===== config.mk =====
export PLATFORM = sky130hd
export DESIGN_NAME = fperr_top
export DESIGN_NICKNAME = d
export VERILOG_FILES = /design/src/pkg/fperr_pkg.sv /design/src/pkg/fperr_pin_if.sv /design/src/hdl/fperr_sync2.sv /design/src/hdl/fperr_top.sv
export VERILOG_INCLUDE_DIRS = /design/src /design/src/pkg
export SDC_FILE = /design/constraint.sdc
export NUM_CORES = 1
export LEC_CHECK = 0
export BUFFER_PORTS_ARGS = -buffer_cell sky130_fd_sc_hd__buf_2
export CORE_ASPECT_RATIO = 0.8
export CORE_UTILIZATION = 45
export CTS_CLUSTER_DIAMETER = 40
export CTS_CLUSTER_SIZE = 30
export DETAILED_ROUTE_END_ITERATION = 12
export GPL_TIMING_DRIVEN = 1
export PLACE_DENSITY_LB_ADDON = 0.2
export SKIP_CTS_REPAIR_TIMING = 1
export SLEW_MARGIN = 20
export SYNTH_ARGS = -nofsm -noshare
export SYNTH_HDL_FRONTEND = slang
export SYNTH_SLANG_ARGS = --single-unit

===== constraint.sdc =====
create_clock -name clk -period 4.7 [get_ports clk]
set_input_delay 0.705 -clock clk [delete_from_list [all_inputs] [get_ports clk]]
set_output_delay 0.705 -clock clk [all_outputs]
set_load 0.1 [all_outputs]

===== src/pkg/fperr_defines.svh =====
// Constants for the floating-point error pin reporting block.
// Assumes inclusion by bare name from the package and the design files.
`ifndef FPERR_DEFINES_SVH
`define FPERR_DEFINES_SVH

// ----------------------------------------------------------------------------
// Field positions and widths
// ----------------------------------------------------------------------------
`define FPERR_NE_BIT 5
`define FPERR_NUM_EXC 6
`define FPERR_IP_W 32
`define FPERR_VEC_W 8

// ----------------------------------------------------------------------------
// Values and reset values
// ----------------------------------------------------------------------------
`define FPERR_MF_VECTOR 8'h10
`define FPERR_FLAGS_RST 6'h00
`define FPERR_IP_RST 32'h0000_0000
`define FPERR_VEC_RST 8'h00
`define FPERR_PIN_IDLE 1'b1

`endif


===== src/pkg/fperr_pkg.sv =====
// Types shared by the floating-point error pin reporting block.
// Assumes the defines header is on the include path.
`include "fperr_defines.svh"

package fperr_pkg;

  // ----------------------------------------------------------------------------
  // Instruction classes seen at issue
  // ----------------------------------------------------------------------------
  typedef enum logic [2:0] {
    FPERR_K_OTHER = 3'h0,
    FPERR_K_FP_WAITING = 3'h1,
    FPERR_K_WAIT = 3'h2,
    FPERR_K_SIMD = 3'h3,
    FPERR_K_CLEAR = 3'h4,
    FPERR_K_INIT = 3'h5,
    FPERR_K_STORE_NOWAIT = 3'h6
  } fperr_kind_e;

  // ----------------------------------------------------------------------------
  // Reporting states, one-hot
  // ----------------------------------------------------------------------------
  typedef enum logic [3:0] {
    FPERR_S_IDLE = 4'h1,
    FPERR_S_PEND = 4'h2,
    FPERR_S_FROZEN = 4'h4,
    FPERR_S_RAISED = 4'h8
  } fperr_state_e;

  typedef logic [`FPERR_NUM_EXC-1:0] fperr_flags_t;

endpackage


===== src/pkg/fperr_pin_if.sv =====
// Carrier between the pin synchroniser and the reporting core.
// Assumes both ends run on the same core clock.
`timescale 1ns/1ns

interface fperr_pin_if;
  logic ignore_raw_n;
  logic maskable_interrupt_req_in_raw;
  logic ignore_sync_n;
  logic maskable_interrupt_req_in_sync;

  // Synchroniser end
  modport sync_side (
    input ignore_raw_n,
    input maskable_interrupt_req_in_raw,
    output ignore_sync_n,
    output maskable_interrupt_req_in_sync
  );

  // Core end
  modport core_side (
    output ignore_raw_n,
    output maskable_interrupt_req_in_raw,
    input ignore_sync_n,
    input maskable_interrupt_req_in_sync
  );
endinterface


===== src/hdl/fperr_sync2.sv =====
// Two-flop synchroniser for the asynchronous input pins.
// Assumes pins change freely relative to clk; reset holds idle levels.
`timescale 1ns/1ns
`include "fperr_defines.svh"

module fperr_sync2 (
  // Clock and reset
  input wire logic clk,
  input wire logic rst_b,
  // Pin carrier
  fperr_pin_if.sync_side pins
);
  import fperr_pkg::*;

  // ----------------------------------------------------------------------------
  // Stages
  // ----------------------------------------------------------------------------
  localparam logic [1:0] IDLE_LVL = {`FPERR_PIN_IDLE, 1'b0};
  logic [1:0] raw_in;
  logic [1:0] stage1_reg;
  logic [1:0] stage2_reg;

  assign raw_in = {pins.ignore_raw_n, pins.maskable_interrupt_req_in_raw};

  // Each pin gets two flops; first flop feeds only the second
  genvar gi;
  generate
    for (gi = 0; gi < 2; gi++) begin : g_bit
      always_ff @(posedge clk or negedge rst_b) begin
        if (!rst_b) begin
          stage1_reg[gi] <= IDLE_LVL[gi];
          stage2_reg[gi] <= IDLE_LVL[gi];
        end else begin
          stage1_reg[gi] <= raw_in[gi];
          stage2_reg[gi] <= stage1_reg[gi];
        end
      end
    end
  endgenerate

  assign pins.ignore_sync_n = stage2_reg[1];
  assign pins.maskable_interrupt_req_in_sync = stage2_reg[0];
endmodule


===== src/hdl/fperr_top.sv =====
// Floating-point error reporting: flags, stall, native exception and error pin.
// Assumes the arithmetic unit reports exceptions and the issue stage offers
// one instruction at a time; pins come from outside the clock domain.
`timescale 1ns/1ns
`include "fperr_defines.svh"

module fperr_top (
  // Clock and reset
  input wire logic clk,
  input wire logic rst_b,
  // Control
  input wire logic [31:0] ctrl_word0,
  input wire logic defer_error_pin,
  // Exception report from arithmetic
  input wire logic exc_valid,
  input wire fperr_pkg::fperr_flags_t exc_flags,
  input wire fperr_pkg::fperr_flags_t exc_mask,
  input wire logic [`FPERR_IP_W-1:0] exc_ip,
  // Instruction issue
  input wire logic instr_valid,
  input wire fperr_pkg::fperr_kind_e instr_kind,
  output logic instr_ready,
  // Pins
  input wire logic ignore_numeric_error_in_n,
  input wire logic maskable_interrupt_req_in,
  output logic fp_error_out_n,
  // Status and exception delivery
  output fperr_pkg::fperr_flags_t fp_status_flags,
  output logic error_summary_flag,
  output logic [`FPERR_IP_W-1:0] fault_ip,
  output logic fp_error_exception_req,
  output logic [`FPERR_VEC_W-1:0] fp_error_exception_vector,
  output logic ext_interrupt_req,
  output logic single_logical_proc
);
  import fperr_pkg::*;

  // ----------------------------------------------------------------------------
  // Pin synchronisation
  // ----------------------------------------------------------------------------
  fperr_pin_if pins ();

  assign pins.ignore_raw_n = ignore_numeric_error_in_n;
  assign pins.maskable_interrupt_req_in_raw = maskable_interrupt_req_in;

  fperr_sync2 u_sync (
    .clk(clk),
    .rst_b(rst_b),
    .pins(pins.sync_side)
  );

  // ----------------------------------------------------------------------------
  // Instruction class decode
  // ----------------------------------------------------------------------------
  // Instructions that check for pending errors
  function automatic logic is_waiting(input fperr_kind_e k);
    return (k == FPERR_K_FP_WAITING) || (k == FPERR_K_WAIT) || (k == FPERR_K_SIMD);
  endfunction

  // Instructions that discard pending errors
  function automatic logic is_clearing(input fperr_kind_e k);
    return (k == FPERR_K_CLEAR) || (k == FPERR_K_INIT);
  endfunction

  // ----------------------------------------------------------------------------
  // State
  // ----------------------------------------------------------------------------
  fperr_flags_t flags_reg;
  fperr_flags_t flags_next;
  logic es_reg;
  logic es_next;
  logic pin_reg;
  logic pin_next;
  logic raise_reg;
  logic [`FPERR_VEC_W-1:0] vec_reg;
  logic [`FPERR_IP_W-1:0] ip_reg;
  fperr_state_e state_reg;
  fperr_state_e state_next;

  // ----------------------------------------------------------------------------
  // Decode and selection
  // ----------------------------------------------------------------------------
  wire native_mode = ctrl_word0[`FPERR_NE_BIT];
  wire ignore_active = !native_mode && !pins.ignore_sync_n;
  wire fperr_flags_t unmasked = exc_flags & ~exc_mask;
  wire new_exc = exc_valid && (|unmasked) && !ignore_active;
  wire waiting_req = instr_valid && is_waiting(instr_kind);
  wire blocked = es_reg && waiting_req && !ignore_active;
  wire accepted = instr_valid && !blocked;
  wire do_clear = accepted && is_clearing(instr_kind);
  wire pin_set = es_reg && !native_mode && !ignore_active &&
                 (!defer_error_pin || waiting_req);
  wire raise_fire = (state_reg == FPERR_S_PEND) && native_mode && blocked;

  // Clear first, new exception on top so a same-cycle set wins
  assign flags_next = (do_clear ? `FPERR_FLAGS_RST : flags_reg) |
                      (new_exc ? unmasked : `FPERR_FLAGS_RST);
  assign es_next = |flags_next;
  // Pin holds until the flags are cleared
  assign pin_next = (pin_reg || pin_set) && es_next;

  // ----------------------------------------------------------------------------
  // Reporting state machine
  // ----------------------------------------------------------------------------
  always_comb begin
    state_next = state_reg;
    case (state_reg)
      FPERR_S_IDLE: begin
        if (es_next) begin
          state_next = FPERR_S_PEND;
        end
      end
      FPERR_S_PEND: begin
        if (!es_next) begin
          state_next = FPERR_S_IDLE;
        end else if (raise_fire) begin
          state_next = FPERR_S_RAISED;
        end else if (blocked) begin
          state_next = FPERR_S_FROZEN;
        end
      end
      FPERR_S_FROZEN, FPERR_S_RAISED: begin
        if (!es_next) begin
          state_next = FPERR_S_IDLE;
        end
      end
      default: begin
        state_next = FPERR_S_IDLE;
      end
    endcase
  end

  // ----------------------------------------------------------------------------
  // Registers
  // ----------------------------------------------------------------------------
  // Flags, pin and state
  always_ff @(posedge clk or negedge rst_b) begin
    if (!rst_b) begin
      flags_reg <= `FPERR_FLAGS_RST;
      es_reg <= 1'b0;
      pin_reg <= 1'b0;
      state_reg <= FPERR_S_IDLE;
    end else begin
      flags_reg <= flags_next;
      es_reg <= es_next;
      pin_reg <= pin_next;
      state_reg <= state_next;
    end
  end

  // Exception delivery and faulting pointer
  always_ff @(posedge clk or negedge rst_b) begin
    if (!rst_b) begin
      raise_reg <= 1'b0;
      vec_reg <= `FPERR_VEC_RST;
      ip_reg <= `FPERR_IP_RST;
    end else begin
      raise_reg <= raise_fire;
      if (raise_fire) begin
        vec_reg <= `FPERR_MF_VECTOR;
      end
      if (new_exc) begin
        ip_reg <= exc_ip;
      end
    end
  end

  // ----------------------------------------------------------------------------
  // Outputs
  // ----------------------------------------------------------------------------
  assign instr_ready = !blocked;
  assign fp_error_out_n = !pin_reg;
  assign fp_status_flags = flags_reg;
  assign error_summary_flag = es_reg;
  assign fault_ip = ip_reg;
  assign fp_error_exception_req = raise_reg;
  assign fp_error_exception_vector = vec_reg;
  assign ext_interrupt_req = pins.maskable_interrupt_req_in_sync;
  assign single_logical_proc = !native_mode;
endmodule


Yosys cells after proc, flatten, opt, wreduce, memory -nomap -nowiden
Cells that the tools add are included.

Add/sub/neg operators: 0. Multipliers: 0. Divide/modulo/power cells: 0. Order comparisons: 0. Eq/ne operators: 12. Shifts and indexed selects: 0. Muxes and demuxes: 8. Bitwise logic cells: 3. Reduce and logical (&&, ||, !) cells: 29.

Operator list (number): 2-to-1 mux 4 bit (5); logical AND 1 bit (14); 2-to-1 mux 6 bit (2); case mux 4 bit (3 select lines) (1); OR reduction 6 bit (2); bitwise AND 6 bit (1); equality test 3 x 2 -> 1 bit, second input constant (2); equality test 3 bit, second input constant (2); logical NOT 1 bit (6); NOT 6 bit (1); bitwise OR 6 bit (1); logical OR 1 bit (5); equality test 4 x 1 -> 1 bit, second input constant (1); equality test 4 x 2 -> 1 bit, second input constant (1); equality test 4 x 3 -> 1 bit, second input constant (1); equality test 4 bit, second input constant (1); != test 2 bit, second input constant (2); != test 4 bit, second input constant (1); equality test 3 x 1 -> 1 bit, second input constant (1); AND reduction 3 bit (1); OR reduction 2 bit (1).

Bits in registers: 50. Latch bits: 0. Memory bits (writable): 0. ROM bits: 0. Input bits: 86. Output and inout bits: 52. Word-level logic and storage cells: 63. Memories kept: 0.

Depth between registers and ports, before layout
Word-level depth: 14. Mapped depth: 6. Gate-level depth less buffers: 4.

Cells and area by module
Synthesis repeated with hierarchy kept, for this count alone.

Cell total of the unflattened synthesis: 149. Area total of the unflattened synthesis: 2160.8 um^2.

Modules (own cells, without submodules): fperr_top (instances 1, cells each 145, area an instance 2058.2 um^2, seq. area each 1152.4 um^2); fperr_sync2 (instances 1, cells each 4, area an instance 102.6 um^2, seq. area each 102.6 um^2).

Least setup slack after synthesis
No wires, ideal clock.

Path type: reg2out. Start point: register es_reg (netlist: error_summary_flag). End point: output port instr_ready. Arrival time: 1.944 ns. Data required time: 3.995 ns. Setup slack: 2.051 ns. Stages on the path, launching flop included: 2. Path buffers: 0. Cell sequence: dfrtp_1 -> nand3_1.

Cells in the longest elaborated chain, start to end: 3.

Ends and longest elaborated chain: start, declared (RTL line fperr_top.sv:70) `logic es_reg;`; start signal, assigned (RTL line fperr_top.sv:145) `es_reg <= es_next;`; logical AND 1 bit (2 in series) (RTL line fperr_top.sv:88) `wire blocked = es_reg && waiting_req && !ignore_active;`; logical NOT 1 bit (RTL line fperr_top.sv:171) `assign instr_ready = !blocked;`; end, declared (RTL line fperr_top.sv:22) `output logic instr_ready,`.

Every way passes these cells.

Worst setup path in the final report
Start point: input port instr_kind[1]. End point: output port instr_ready.

Cells in the longest elaborated chain, start to end: 7. Elaborated cells on any way between the ends: 9. Those cells by class: 3 x eq/ne; 6 x reduce/logical.

Ends and longest elaborated chain: start, declared (RTL line fperr_top.sv:21) `input wire fperr_pkg::fperr_kind_e instr_kind,`; equality test 3 x 1 -> 1 bit or equality test 3 x 2 -> 1 bit (tied branches) (RTL line fperr_top.sv:57) `return (k == FPERR_K_FP_WAITING) || (k == FPERR_K_WAIT) || (k == FPERR_K_SIMD);`; logical OR 1 bit (RTL line fperr_top.sv:57); logical OR 1 bit * (RTL line fperr_top.sv:57); logical AND 1 bit * (RTL line fperr_top.sv:87) `wire waiting_req = instr_valid && is_waiting(instr_kind);`; logical AND 1 bit * (2 in series) (RTL line fperr_top.sv:88); logical NOT 1 bit * (RTL line fperr_top.sv:171).

Mark *: on every way between the ends. The rest lies on a longest branch, timed or not.

==> results.sh <==
export IMPL_status="finished, final reports clean"
export IMPL_io_buffers=99
export IMPL_dieHeight_microns=64.1
export IMPL_p_total_mw=1.60
export IMPL_startpoint_type="input port"
export IMPL_final_nets=341
export IMPL_area_growth_syn_to_layout_pct=27.7
export IMPL_synth_common_cells="dfrtp_1 (47), mux2_4 (15), mux2_2 (12)"
export IMPL_wl_per_cell_microns=12.8
export IMPL_min_from="u_sync.stage1_reg[0]"
export IMPL_cp_end_kind="output port"
export IMPL_drt_iter0_drc=35
export IMPL_die_w_microns=79.6
export IMPL_synth_warnings=0
export IMPL_holdPathEnd="u_sync.pins.maskable_interrupt_req_in_sync"
export IMPL_grt_pass1_vias=1542
export IMPL_drc=0
export IMPL_start_util_pct=47.1
export IMPL_antenna_found_initial=0
export IMPL_slowest_stage="buf_2"
export IMPL_powerDensity_mw_per_mm2=576
export IMPL_crit_arrival_ns=1.68
export IMPL_fmax_ghz=0.419
export IMPL_max_stage_delay_ns=0.42
export IMPL_rows=22
export IMPL_cts_sinks=50
export IMPL_largest_reg_flops=32
export IMPL_pin_count=138
export IMPL_finalClockSkew_ns=0.0115
export IMPL_synth_edff_count=0
export IMPL_avgSynthCellArea_sq_um=14.2
export IMPL_cts_buffer_depth=2
export IMPL_cts_tree="yes"
export IMPL_placedCellCount=308
export IMPL_cts_htree_levels=2
export IMPL_vias=1470
export IMPL_reg2reg_to="fault_ip[2]"
export IMPL_crit_chain="buf_2, nor2_1, nor2_1, nand3_1, buf_2"
export IMPL_startpoint="instr_kind[1]"
export IMPL_worst_ir_drop_vdd_v=0.000305
export IMPL_post_route_period_util_pct=50.8
export IMPL_yosysMostFrequentCell="dfrtp_1"
export IMPL_worstPathMaxFanout=4
export IMPL_netlist_cell_type_count=34
export IMPL_synthArstFlopShare_pct=100
export IMPL_synth_flop_cell="dfrtp_1"
export IMPL_reg2reg_from="u_sync.pins.ignore_sync_n"
export IMPL_dr_pass1_iters=4
export IMPL_synth_seq_cells=50
export IMPL_antennaDiodeCount=0
export IMPL_slew_violations=0
export IMPL_finalSetupViolCount=0
export IMPL_crit_required_ns=3.99
export IMPL_root_buffer="clkbuf_8"
export IMPL_layout_drive_gt1_share_pct=57.4
export IMPL_design_core_area_sq_mm=0.00460
export IMPL_routed_wl_mm=4.06
export IMPL_worst_setup_path_type="input port to output port"
export IMPL_maxCapViolCount=0
export IMPL_die_area_sq_mm=0.00510
export IMPL_grt_max_degree=51
export IMPL_leakage_nw=1.40
export IMPL_cts_made_buffers=5
export IMPL_path_clk_slew_ns=0.08
export IMPL_gp_congestion=0.746
export IMPL_synthesis_area_sq_mm=0.00217
export IMPL_rsz0062_at_grt="false"
export IMPL_via_per_inst=4.65
export IMPL_max_slew_worst_pin_slew_ns=0.683
export IMPL_finalInstanceArea_sq_mm=0.00277
export IMPL_synth_top_area_cell="dfrtp_1"
export IMPL_hold_violations=0
export IMPL_synth_top_cells_by_area="dfrtp_1 (54%), mux2_4 (10%), mux2_2 (6.2%)"
export IMPL_track_usage_pct=17.7
export IMPL_fillCellCount=390
export IMPL_period_minus_slack_ns=2.39
export IMPL_grt_pass1_wl_mm=6.92
export IMPL_insertion_delay_ns=0.29
export IMPL_fin_cells=316
export IMPL_ff2ff_path_depth=5
export IMPL_hold_path_class="register to register"
export IMPL_synth_top_cell_area_share_pct=54.3
export IMPL_relSlewSlack_pct=54.4
export IMPL_regToRegSetupSlack_ns=2.77
export IMPL_whs_path_depth=0
export IMPL_setup_tns_ns=0
export IMPL_antenna_left=0
export IMPL_overflow=0
export IMPL_place_area_sq_mm=0.00267
export IMPL_seq_area_frac_synth_pct=57.9
export IMPL_syn_inst=153
export IMPL_dp_hpwl_mm=2.96
area by class of cell:
cell class | instances | area [sq um] | area share, %
flip-flops and latches | 50 | 1250 | 45.3
inverters | 3 | 11.3 | 0.407
well taps | 60 | 75.1 | 2.71
clock inverters | 2 | 12.5 | 0.452
repair buffers | 100 | 505 | 18.3
multi-input cells | 95 | 826 | 29.8
clock buffers | 6 | 82.6 | 2.98
cells by family after synthesis:
family                    after synthesis  share of synthesized area [%]
muxes                                  32                           19.2
DFF                                    50                           57.9
buffers and inverters                  14                           5.02
xor gates and xnor gates                1                          0.404
AOI/OAI and AO/OA                      22                           7.74
other                                   1                          0.173
and+or+nand+nor                        33                           9.53
per-stage QoR:
stage	util [%]	hold WS (ns)	worst slack, ns
after floorplan	-	0.331	2.05
after global placement	58.1	0.332	2.17
after detailed placement	58.1	0.339	2.14
after CTS	60.2	0.359	2.31
after global routing	60.2	0.372	2.25
final	60.2	0.355	2.31
cells in the final DEF, fill, tap and decap left out, types with 2 or more instances in the layout:
| cell | count |
|---|---|
| a21oi_1 | 2 |
| a31oi_1 | 3 |
| buf_2 | 98 |
| buf_4 | 2 |
| clkbuf_8 | 6 |
| conb_1 | 7 |
| dfrtp_1 | 47 |
| dfstp_2 | 3 |
| inv_1 | 3 |
| mux2_1 | 5 |
| mux2_2 | 12 |
| mux2_4 | 15 |
| nand2_1 | 9 |
| nand2b_1 | 7 |
| nand3b_1 | 2 |
| nor2_1 | 5 |
| o21ai_0 | 11 |
routing by layer:
| metal | up-vias | routed length (microns) | track usage [%] |
|---|---|---|---|
| met5 | - | 0 | 0 |
| met4 | 0 | 33 | 5.91 |
| met3 | 4 | 298 | 6.86 |
| met2 | 50 | 1950 | 29.1 |
| met1 | 692 | 1780 | 21.2 |
| li1 | 724 | - | - |
worst max-delay path: cells and delay by family:
family / cells / cell delay (ns)
buf+inv: 2 / 0.52
simple gates: 3 / 0.45
where the power goes:
group | switching (mW) | internal [mW] | total (mW)
combinational | 0.625 | 0.153 | 0.778
clock | 0.132 | 0.118 | 0.251
sequential | 0.0563 | 0.510 | 0.567
how the worst max path moves through the flow:
stage,slack [ns],to
2_1_floorplan,2.05,instr_ready
6_report,2.31,instr_ready
3_3_place_gp,2.17,fault_ip[2]
3_5_place_dp,2.14,fault_ip[2]
5_1_grt,2.25,instr_ready
4_1_cts,2.31,instr_ready
Power figures use the tool's default switching activity.
